## src/fcor_pkg.sv

```systemverilog
// Notes on behaviour
// ratio bit 7 read-only; bits 6:0 readable always, only first write after reset lands.
// ratio-loaded flag cleared by reset, set by first ratio write, any data.
// program and erase refused while ratio-loaded flag is zero, allowed once set.
// ratio bit 6 picks timing source: bus clock, or bus clock divided by 8.
// timing clock is selected source divided by ratio field bits 5:0 plus one.
// software keeps the timing clock between 150 kHz and 200 kHz.
// each timing pulse is one timing clock cycle; operations use whole pulses.
// suggested settings: 20 MHz 1/12, 10 MHz 0/49, 4 MHz 0/19.
// options loaded from stored byte during reset; changed only by reprogram then reset.
// backdoor key enable at zero means the key never releases security.
// key comparison writes accepted from firmware only, never from background debug.
// eight matching key bytes in ascending order release security until next reset.
// options bit 6 set disables vector redirection, clear enables it.
// security code 1:0 means unsecured; every other code means secure.
// while secure, memory accesses from unsecured sources are blocked.
// security code becomes 1:0 after key match or full blank check.
// blocked write discarded, blocked read returns all zeros.
// options bits 5:2 read as zero, writes to them do nothing.
//
// constants, state record and helpers for the flash clock and option registers
// assumes a single 250 MHz bus clock and an APB master with 32-bit data
package fcor_pkg;
    // -------------------------------------------------------------------
    // register map
    // -------------------------------------------------------------------
    localparam int ADDR_W = 12;
    localparam logic [11:0] OFF_RATIO = 12'h000;
    localparam logic [11:0] OFF_OPTIONS = 12'h004;
    localparam logic [11:0] OFF_KEY_CTRL = 12'h008;
    localparam logic [11:0] OFF_KEY_DATA = 12'h00c;
    localparam logic [11:0] OFF_STATUS = 12'h010;
    localparam int RATIO_LOADED_BIT = 7;
    localparam int PRESCALE_BIT = 6;
    localparam int OPT_BACKDOOR_KEY_ENABLE_BIT = 7;
    localparam int OPT_NORED_BIT = 6;
    localparam logic [7:0] OPT_IMPL_MASK = 8'hc3;
    localparam logic [1:0] SEC_UNSECURED = 2'h2;
    localparam logic [7:0] RATIO_RESET = 8'h00;
    localparam int ST_SECURE = 0;
    localparam int ST_LOADED = 1;
    localparam int ST_PE_ALLOWED = 2;
    localparam int ST_UNLOCKED = 3;
    localparam int ST_PE_BUSY = 4;
    localparam int ST_IN_WINDOW = 5;
    localparam int ST_KEY_MODE = 6;
    // -------------------------------------------------------------------
    // timing
    // -------------------------------------------------------------------
    localparam logic [2:0] PRESCALE_LAST = 3'h7;
    localparam logic [3:0] KEY_BYTES = 4'h8;
    localparam int CLK_PERIOD_PS = 4000;
    localparam int PULSE_MIN_PS = 5000000;
    localparam int PULSE_MAX_PS = 6700000;
    localparam int PULSE_MIN_CYC = (PULSE_MIN_PS + CLK_PERIOD_PS - 1) / CLK_PERIOD_PS;
    localparam int PULSE_MAX_CYC = PULSE_MAX_PS / CLK_PERIOD_PS;
    // -------------------------------------------------------------------
    // types
    // -------------------------------------------------------------------
    typedef enum logic [1:0] {FCOR_PE_IDLE = 2'h0, FCOR_PE_ALIGN = 2'h1, FCOR_PE_PULSE = 2'h3} fcor_pe_t;
    typedef struct packed {
        logic [7:0] ratio;
        logic [7:0] opts;
        logic [2:0] pre;
        logic [5:0] div;
        logic tick;
        fcor_pe_t pe;
        logic [7:0] left;
        logic pe_reject;
        logic pe_done;
        logic key_mode;
        logic [3:0] key_idx;
        logic key_match;
        logic unlocked;
        logic [31:0] prdata;
        logic [7:0] mem_rdata;
        logic [9:0] gap;
        logic gap_valid;
    } fcor_state_t;
    // timing period in bus cycles for a ratio value
    function automatic logic [9:0] fcor_period(input logic [7:0] r);
        logic [9:0] base;
        base = {4'h0, r[5:0]} + 10'h001;
        return r[PRESCALE_BIT] ? {base[6:0], 3'h0} : base;
    endfunction : fcor_period
    function automatic logic fcor_is_secure(input logic [7:0] o);
        return o[1:0] != SEC_UNSECURED;
    endfunction : fcor_is_secure
endpackage : fcor_pkg

```

## src/fcor_top.sv

```systemverilog
// flash clock-ratio register, options register, timing clock and security gate
// assumes APB master on CLOCK, stored options and key sampled on the same clock
//
// The implementer's own choices: the APB slave port and the register offsets.
`timescale 1ns/1ps
module fcor_top import fcor_pkg::*; (
    // clock and reset
    input wire logic CLOCK,
    input wire logic NRST,
    // apb slave
    input wire logic PSEL,
    input wire logic PENABLE,
    input wire logic PWRITE,
    input wire logic [11:0] PADDR,
    input wire logic [31:0] PWDATA,
    output logic [31:0] PRDATA,
    output logic PREADY,
    output logic PSLVERR,
    // current bus master is background debug
    input wire logic DEBUG_ACCESS,
    // nonvolatile copies and blank check result
    input wire logic [7:0] STORED_OPTIONS,
    input wire logic [63:0] STORED_KEY,
    input wire logic BLANK_CHECK_OK,
    // program and erase timing
    input wire logic PE_START,
    input wire logic [7:0] PE_PULSES,
    output logic PE_ACTIVE,
    output logic PE_DONE,
    output logic PE_REJECT,
    output logic TIMING_TICK,
    // option outputs
    output logic REDIRECT_DISABLE,
    output logic SECURE,
    // memory access gate
    input wire logic MEM_SRC_SECURE,
    input wire logic MEM_WR_REQ,
    input wire logic [7:0] MEM_RDATA_IN,
    output logic MEM_WR_EN,
    output logic [7:0] MEM_RDATA
);
    // -------------------------------------------------------------------
    // state
    // -------------------------------------------------------------------
    fcor_state_t st_reg;
    fcor_state_t st_next;
    logic setup_phase;
    logic wr_access;
    logic addr_hit;
    logic loaded;
    logic secure;
    logic grant;
    logic src_en;
    logic key_wr;
    logic [7:0] status;
    logic [7:0] key_byte;

    assign loaded = st_reg.ratio[RATIO_LOADED_BIT];
    assign secure = fcor_is_secure(st_reg.opts);
    // source gate
    assign grant = !secure || MEM_SRC_SECURE;
    assign setup_phase = PSEL && !PENABLE;
    assign wr_access = PSEL && PENABLE && PWRITE;
    assign addr_hit = (PADDR == OFF_RATIO) || (PADDR == OFF_OPTIONS) || (PADDR == OFF_KEY_CTRL)
        || (PADDR == OFF_KEY_DATA) || (PADDR == OFF_STATUS);
    // debug writes never reach the comparator
    assign key_wr = wr_access && (PADDR == OFF_KEY_DATA) && st_reg.key_mode && !DEBUG_ACCESS;
    assign key_byte = STORED_KEY[{st_reg.key_idx[2:0], 3'h0} +: 8];
    // eighth prescale select
    assign src_en = !st_reg.ratio[PRESCALE_BIT] || (st_reg.pre == PRESCALE_LAST);

    always_comb begin
        status = 8'h00;
        status[ST_SECURE] = secure;
        status[ST_LOADED] = loaded;
        status[ST_PE_ALLOWED] = loaded;
        status[ST_UNLOCKED] = st_reg.unlocked;
        status[ST_PE_BUSY] = st_reg.pe != FCOR_PE_IDLE;
        status[ST_IN_WINDOW] = (int'(fcor_period(st_reg.ratio)) >= PULSE_MIN_CYC)
            && (int'(fcor_period(st_reg.ratio)) <= PULSE_MAX_CYC);
        status[ST_KEY_MODE] = st_reg.key_mode;
    end

    // -------------------------------------------------------------------
    // next state
    // -------------------------------------------------------------------
    always_comb begin
        st_next = st_reg;
        st_next.tick = 1'b0;
        st_next.pe_reject = 1'b0;
        st_next.pe_done = 1'b0;

        // register reads are captured in setup, presented in access
        if (setup_phase) begin
            case (PADDR)
                OFF_RATIO: st_next.prdata = {24'h0, st_reg.ratio};
                // unimplemented option bits read zero
                OFF_OPTIONS: st_next.prdata = {24'h0, st_reg.opts & OPT_IMPL_MASK};
                OFF_KEY_CTRL: st_next.prdata = {31'h0, st_reg.key_mode};
                OFF_STATUS: st_next.prdata = {24'h0, status};
                default: st_next.prdata = 32'h0;
            endcase
        end

        // only the first write lands
        // loaded flag set whatever the data
        if (wr_access && (PADDR == OFF_RATIO) && !loaded) begin
            st_next.ratio = {1'b1, PWDATA[6:0]};
            st_next.pre = 3'h0;
            st_next.div = 6'h0;
        end

        // divider runs only once the ratio is known
        if (loaded) begin
            st_next.pre = st_reg.pre + 3'h1;
            if (src_en) begin
                if (st_reg.div == st_reg.ratio[5:0]) begin
                    st_next.div = 6'h0;
                    st_next.tick = 1'b1;
                end else begin
                    st_next.div = st_reg.div + 6'h1;
                end
            end
        end

        // gap measure between ticks
        if (st_reg.tick) begin
            st_next.gap = 10'h001;
            st_next.gap_valid = 1'b1;
        end else if (loaded) begin
            st_next.gap = st_reg.gap + 10'h001;
        end

        // program and erase gated by loaded flag
        // pulses span whole timing periods
        case (st_reg.pe)
            FCOR_PE_IDLE: begin
                if (PE_START) begin
                    if (!loaded) begin
                        st_next.pe_reject = 1'b1;
                    end else begin
                        st_next.left = (PE_PULSES == 8'h00) ? 8'h01 : PE_PULSES;
                        st_next.pe = FCOR_PE_ALIGN;
                    end
                end
            end
            FCOR_PE_ALIGN: begin
                st_next.pe_reject = PE_START;
                if (st_reg.tick) begin
                    st_next.pe = FCOR_PE_PULSE;
                end
            end
            FCOR_PE_PULSE: begin
                st_next.pe_reject = PE_START;
                if (st_reg.tick) begin
                    if (st_reg.left == 8'h01) begin
                        st_next.pe = FCOR_PE_IDLE;
                        st_next.pe_done = 1'b1;
                    end else begin
                        st_next.left = st_reg.left - 8'h01;
                    end
                end
            end
            default: st_next.pe = FCOR_PE_IDLE;
        endcase

        // key comparison mode; leaving it judges the sequence
        if (wr_access && (PADDR == OFF_KEY_CTRL) && !DEBUG_ACCESS) begin
            st_next.key_mode = PWDATA[0];
            if (PWDATA[0] && !st_reg.key_mode) begin
                st_next.key_idx = 4'h0;
                st_next.key_match = 1'b1;
            end
            // key release needs the enable
            // eight bytes, ascending, all matching
            if (!PWDATA[0] && st_reg.key_mode && st_reg.opts[OPT_BACKDOOR_KEY_ENABLE_BIT]
                && st_reg.key_match && (st_reg.key_idx == KEY_BYTES)) begin
                st_next.unlocked = 1'b1;
            end
        end
        if (key_wr) begin
            if (st_reg.key_idx == KEY_BYTES) begin
                st_next.key_match = 1'b0;
            end else begin
                st_next.key_idx = st_reg.key_idx + 4'h1;
                if (PWDATA[7:0] != key_byte) begin
                    st_next.key_match = 1'b0;
                end
            end
        end

        // key match or blank check unsecures
        if (st_next.unlocked || BLANK_CHECK_OK) begin
            st_next.opts[1:0] = SEC_UNSECURED;
        end

        // blocked read returns zero
        st_next.mem_rdata = grant ? MEM_RDATA_IN : 8'h00;

        // options follow the stored byte during reset
        if (!NRST) begin
            st_next = '0;
            st_next.ratio = RATIO_RESET;
            st_next.opts = STORED_OPTIONS & OPT_IMPL_MASK;
            st_next.pe = FCOR_PE_IDLE;
        end
    end

    always_ff @(posedge CLOCK) begin
        st_reg <= st_next;
    end

    // -------------------------------------------------------------------
    // outputs
    // -------------------------------------------------------------------
    assign PRDATA = st_reg.prdata;
    assign PREADY = 1'b1;
    assign PSLVERR = PSEL && PENABLE && !addr_hit;
    assign PE_ACTIVE = st_reg.pe == FCOR_PE_PULSE;
    assign PE_DONE = st_reg.pe_done;
    assign PE_REJECT = st_reg.pe_reject;
    assign TIMING_TICK = st_reg.tick;
    // redirect disable bit
    assign REDIRECT_DISABLE = st_reg.opts[OPT_NORED_BIT];
    // only code 1:0 is unsecured
    assign SECURE = secure;
    // blocked write discarded
    assign MEM_WR_EN = MEM_WR_REQ && grant;
    assign MEM_RDATA = st_reg.mem_rdata;
endmodule : fcor_top

```

## config.mk

```make
export PLATFORM = sky130hd
export DESIGN_NAME = fcor_top
export DESIGN_NICKNAME = d
export VERILOG_FILES = /design/src/fcor_pkg.sv /design/src/fcor_top.sv
export SDC_FILE = /design/constraint.sdc
export NUM_CORES = 1
export LEC_CHECK = 0
export ABC_AREA = 1
export BUFFER_PORTS_ARGS = -buffer_cell sky130_fd_sc_hd__buf_2
export CAP_MARGIN = 20
export CORE_MARGIN = 2
export CORE_UTILIZATION = 35
export DETAILED_ROUTE_END_ITERATION = 12
export SLEW_MARGIN = 20
export SYNTH_ARGS = -nofsm -noshare
export SYNTH_HDL_FRONTEND = slang
export SYNTH_SLANG_ARGS = --single-unit
```

## constraint.sdc

```tcl
create_clock -name CLOCK -period 2.8 [get_ports CLOCK]
set_input_delay 0.42 -clock CLOCK [delete_from_list [all_inputs] [get_ports CLOCK]]
set_output_delay 0.42 -clock CLOCK [all_outputs]
set_load 0.05 [all_outputs]
```

**Word-level counts from Yosys, hierarchy flattened**

Index checks and enable logic that the tools add are counted.

- Bits of input ports: 142
- Output and inout port bits: 49
- ROM bits: 0
- Flip-flop bits (word level): 92
- Memory bits (writable): 0
- Latch bits: 0
- Memories: 0
- Word-level logic and storage cells: 125

- Div/mod/pow operators: 0
- Multiplexer cells: 34
- Equal/unequal tests: 19
- $add $sub $neg: 5
- Bitwise logic cells: 1
- Shift-type cells: 1
- Magnitude comparators: 0
- $mul: 0
- Reductions and logical operators: 46

Operators with widths:

| kind | count |
|---|---|
| $mux W82 | 1 |
| $shiftx A64 B7 Y8 | 1 |
| $mux W10 | 5 |
| $mux W32 | 1 |
| $pmux W8 S4 | 1 |
| $eq A12 B4 Y1 const B | 2 |
| $mux W8 | 3 |
| $logic_and A1 B1 Y1 | 17 |
| $pmux W8 S2 | 1 |
| $mux W7 | 2 |
| $eq A12 B3 Y1 const B | 1 |
| $eq A12 B5 Y1 const B | 1 |
| $logic_not A12 Y1 | 1 |
| $mux W11 | 1 |
| $add A10 B1 Y10 const B | 1 |
| $mux W5 | 2 |
| $ne A2 B2 Y1 const B | 5 |
| $reduce_and A5 Y1 | 2 |
| $mux W1 | 9 |
| $mux W9 | 1 |
| $eq A8 B1 Y1 const B | 1 |
| $logic_not A1 Y1 | 8 |
| $logic_not A8 Y1 | 1 |
| $ne A8 B8 Y1 | 1 |
| 22 further kinds | 37 |

**Longest topological paths before layout**

- Word-level depth: 11
- Mapped depth: 15
- Gate-level depth less buffers: 14

**Worst setup path before layout**

Ideal clock, no wire load.

- Path type: register to output
- Start: register st_reg[80] in the netlist's numbering
- End: output MEM_WR_EN
- Arrival time: 1.991 ns
- Path buffers: 0
- Stages on the path, launching flop included: 4
- Required time: 2.380 ns
- Path slack: 0.389 ns
- Path through: edfxtp_1 -> inv_1 -> nand2_1 -> a21boi_0

- Word-level cells in the longest chain between the ends: 4

Ends and longest elaborated chain:

| element | line | source |
|---|---|---|
| start: declaration | fcor_top.sv:45 | `fcor_state_t st_reg;` |
| start signal: assignment | fcor_top.sv:210 | `st_reg <= st_next;` |
| $ne A2 B2 Y1 | fcor_pkg.sv:87 | `return o[1:0] != SEC_UNSECURED;` |
| named net SECURE | fcor_top.sv:34 | `output logic SECURE,` |
| $logic_not A1 Y1 | fcor_top.sv:61 | `assign grant = !secure \|\| MEM_SRC_SECURE;` |
| $logic_or A1 B1 Y1 | fcor_top.sv:61 |  |
| $logic_and A1 B1 Y1 | fcor_top.sv:228 | `assign MEM_WR_EN = MEM_WR_REQ && grant;` |
| end: declaration | fcor_top.sv:39 | `output logic MEM_WR_EN,` |

The timed path passes the listed nets, and every way through them passes these cells.

**Final worst setup path**

- Start: input PADDR[8]
- End: output PSLVERR

- Word-level cells in the longest chain between the ends: 7
- Elaborated cells between the ends (all ways): 11
- Those cells by class: 4 x eq/ne; 7 x reduce/logical

Ends and longest elaborated chain:

| element | line | source |
|---|---|---|
| start: declaration | fcor_top.sv:14 | `input wire logic [11:0] PADDR,` |
| $eq A12 B3 Y1 or $logic_not A12 Y1 (tied branches) | fcor_top.sv:64 | `assign addr_hit = (PADDR == OFF_RATIO) \|\| (PADDR == OFF_OPTIONS) \|\| (PADDR == OFF_KEY_CTRL)` |
| $logic_or A1 B1 Y1 (2 in a row) | fcor_top.sv:64 |  |
| $logic_or A1 B1 Y1 | fcor_top.sv:65 | `\|\| (PADDR == OFF_KEY_DATA) \|\| (PADDR == OFF_STATUS);` |
| $logic_or A1 B1 Y1 * | fcor_top.sv:65 |  |
| $logic_not A1 Y1 * | fcor_top.sv:218 | `assign PSLVERR = PSEL && PENABLE && !addr_hit;` |
| $logic_and A1 B1 Y1 * | fcor_top.sv:218 |  |
| end: declaration | fcor_top.sv:18 | `output logic PSLVERR,` |

Every way passes the cells marked *; elsewhere a longest branch is shown, timed or not.

==> flow_summary.json <==
{
  "dieArea_mm2": 0.0121,
  "cp_slowest_cell": "buf_2",
  "critPathLaunchType": "input pin",
  "post_cts_buffers": 0,
  "post-route-util": 0.431,
  "grt.busiest_layer": "met2",
  "netlist.area_leader.share": 0.269,
  "drc_errors": 0,
  "min_from": "STORED_OPTIONS[6]",
  "ys_async_sr_fraction": 0,
  "power_leakage_nw": 2.45,
  "chipHeight_um": 110,
  "path_cells": "buf_2 -> nor2_1 -> nand2_1 -> inv_1 -> nand3_1 -> inv_1 -> a211oi_1 -> buf_2",
  "min_to": "REDIRECT_DISABLE",
  "worst_pin_slew_ns": 0.555,
  "setup_viol": 0,
  "largest_reg_flops": 35,
  "htree_levels": 3,
  "p_sw_uw": 564,
  "gp_congestion": 0.866,
  "tns_ns": 0,
  "vdd_drop_max_v": 0.000331,
  "fin_ws_ns": 0.888,
  "dpl.hpwl_mm": 7.58,
  "finalHoldViolations": 0,
  "fin_skew_ns": 0.00475,
  "seqPwrFrac": 0.418,
  "grt_antenna_before_repair": 0,
  "cp_slowest_stage_delay_ns": 0.30,
  "final_antenna_net_count": 0,
  "arrival_ns": 1.49,
  "dr.pass1.iters": 4,
  "grt_util_met1": 0.204,
  "syn_avg_cell_area_um2": 6.40,
  "first_iter_violations": 208,
  "use_met3": 0.0370,
  "min_period_ns": 1.91,
  "io_pins": 191,
  "cap_violations": 0,
  "pre_cts_slack_ns": 0.864,
  "grt_max_degree": 38,
  "r2r_setup_slack_ns": 0.98,
  "overflow": 0,
  "max-slew-margin-rel": 0.628,
  "wire_per_inst_um": 11.2,
  "p_per_area_mw_per_mm2": 428,
  "fin_crit_sh": 0.683,
  "rows": 38,
  "slew_viol_final": 0,
  "clkTransAtPathRegs_ns": 0.06,
  "die-width_um": 110,
  "postCtsHoldBufs": 0,
  "routed_wl_mm": 9.81,
  "yosys-top-cells-area": "dfxtp_1 (27%), nand2_1 (13%), buf_4 (8.2%), inv_1 (7.6%), nor2_1 (7.5%)",
  "ctsLongestPathBuffers": 2,
  "share_comb_of_total_power": 0.161,
  "worstPathRequired_ns": 2.38,
  "grtUsageMet2": 0.275,
  "io_buffers": 137,
  "yosys_most_used_dff": "dfxtp_1",
  "cts_made_buffers": 9,
  "hold_path_class": "input pin to flop",
  "synth-edff-count": 4,
  "post_cts_resize_count": 0,
  "core_mm2": 0.0109,
  "yosysSeqAreaShare": 0.300,
  "cts_root_buf": "clkbuf_8",
  "viasPerCell": 4.60,
  "fillers": 1173,
  "grt_usage": 0.163,
  "yosys_warnings": 0,
  "whs_ns": 0.263,
  "synth_cell_types": 47,
  "rr_worst_depth": 7,
  "r2r-end": "st_reg[81]",
  "clkLatencyLatePin_ns": 0.33,
  "p_int_mw": 1.44,
  "cts_tree": "built",
  "grt_pass1_wl_mm": 15.9,
  "syn_to_final_growth_pct": 19.1,
  "synth_area_mm2": 0.00394,
  "clock_power_share": 0.421,
  "start_util": 0.362,
  "grt_pass1_vias": 3736,
  "synth_seq_cells": 57,
  "rsz0062_at_grt": "false",
  "path_class": "input pin to output port",
  "critPathCaptureType": "output port",
  "clock_sinks": 57,
  "p_sw_frac": 0.281,
  "min_path_cells": 1,
  "synth_top_cell_by_area": "dfxtp_1",
  "finalNetCount": 881,
  "syn_inst": 615,
  "status": "completed",
  "timing.fmax_mhz": 523,
  "critPathMaxFanout": 4,
  "drive_above_1_share": 0.243,
  "antenna_cells": 0,
  "route.vias.total": 4038
}
[final cells by class]
| type | count | area [um2] | share of cell area |
|---|---|---|---|
| Inverter | 88 | 338 | 0.0720 |
| Multi-Input combinational cell | 436 | 2060 | 0.440 |
| Sequential cell | 57 | 1180 | 0.252 |
| Clock inverter | 4 | 47.5 | 0.0101 |
| Clock buffer | 12 | 176 | 0.0376 |
| Timing Repair Buffer | 140 | 708 | 0.151 |
| Tap cell | 140 | 175 | 0.0374 |
[through the flow]
stage / area (um2) / total power [mW] / cells
6_report: 4690 / 2.01 / 877
5_1_grt: 4690 / 2.09 / 877
4_1_cts: 4690 / 2.03 / 877
3_5_place_dp: 4470 / 1.18 / 861
3_3_place_gp: 4470 / 1.18 / 861
2_1_floorplan: 4020 / 1.10 / 638
[kinds of logic after synthesis]
logic type	after synthesis	share of synthesized area
buffers and inverters	145	0.198
other	2	0.00191
and+or+nand+nor	288	0.309
xor gates and xnor gates	10	0.0222
DFF	57	0.300
AOI/OAI and AO/OA	106	0.147
adders and majority gates	7	0.0222
[power groups by stage]
stage	clock network (mW)	logic (mW)	registers, mW
after floorplan	0	0.238	0.863
after global placement	0	0.319	0.857
after detailed placement	0	0.323	0.858
after CTS	0.867	0.324	0.839
after global routing	0.898	0.355	0.840
final	0.846	0.323	0.839
[cells in the mapped netlist, types with 6 or more instances]
cell and number:
inv_1 80, o21ai_0 34, nor3_1 9, nand3_1 44, nand2_1 134, xor2_1 7
a21oi_1 40, nor2_1 79, nand2_2 6, dfxtp_1 53, buf_4 43, ha_1 7
buf_6 7, o21ai_1 16
[placed cells by master, fill, tap and decap left out, types with 2 or more instances in the layout]
| cell | instances |
|---|---|
| nand3_2 | 3 |
| nor3_1 | 9 |
| o21ai_1 | 16 |
| buf_4 | 3 |
| conb_1 | 25 |
| nor2_1 | 79 |
| nand2_1 | 134 |
| o21a_1 | 2 |
| nand2_2 | 6 |
| xnor2_1 | 3 |
| nand3_1 | 44 |
| a221oi_1 | 2 |
| clkinv_2 | 2 |
| clkbuf_8 | 11 |
| ha_1 | 7 |
| nand4_1 | 2 |
| inv_1 | 80 |
| o21ai_0 | 34 |
| xor2_1 | 7 |
| or2_2 | 2 |
| dfxtp_1 | 53 |
| nor2_2 | 4 |
| edfxtp_1 | 4 |
| buf_2 | 137 |
| inv_2 | 5 |
| a21oi_1 | 40 |
[worst max-delay path by stage]
stage | start | endpoint | slack, ns | cells after the start
floorplan | st_reg[80] | MEM_WR_EN | 0.39 | 3
global placement | PADDR[9] | PSLVERR | 0.87 | 8
detailed placement | PADDR[8] | PSLVERR | 0.86 | 8
CTS | PADDR[8] | PSLVERR | 0.87 | 8
global route | PADDR[1] | PSLVERR | 0.75 | 8
finish | PADDR[8] | PSLVERR | 0.89 | 8
[per-layer routing]
metal  routed length [um]  vias to the layer above
li1                     -                     2120
met1                 4620                     1794
met2                 4400                      116
met3                  691                        8
met4                   95                        0
met5                    0                        -
[critical path: cells and delay by family]
kind | cells | cell delay (ns)
buf+inv | 4 | 0.57
simple gates | 3 | 0.32
compound gates | 1 | 0.19
(Power assumes the default switching activity.)
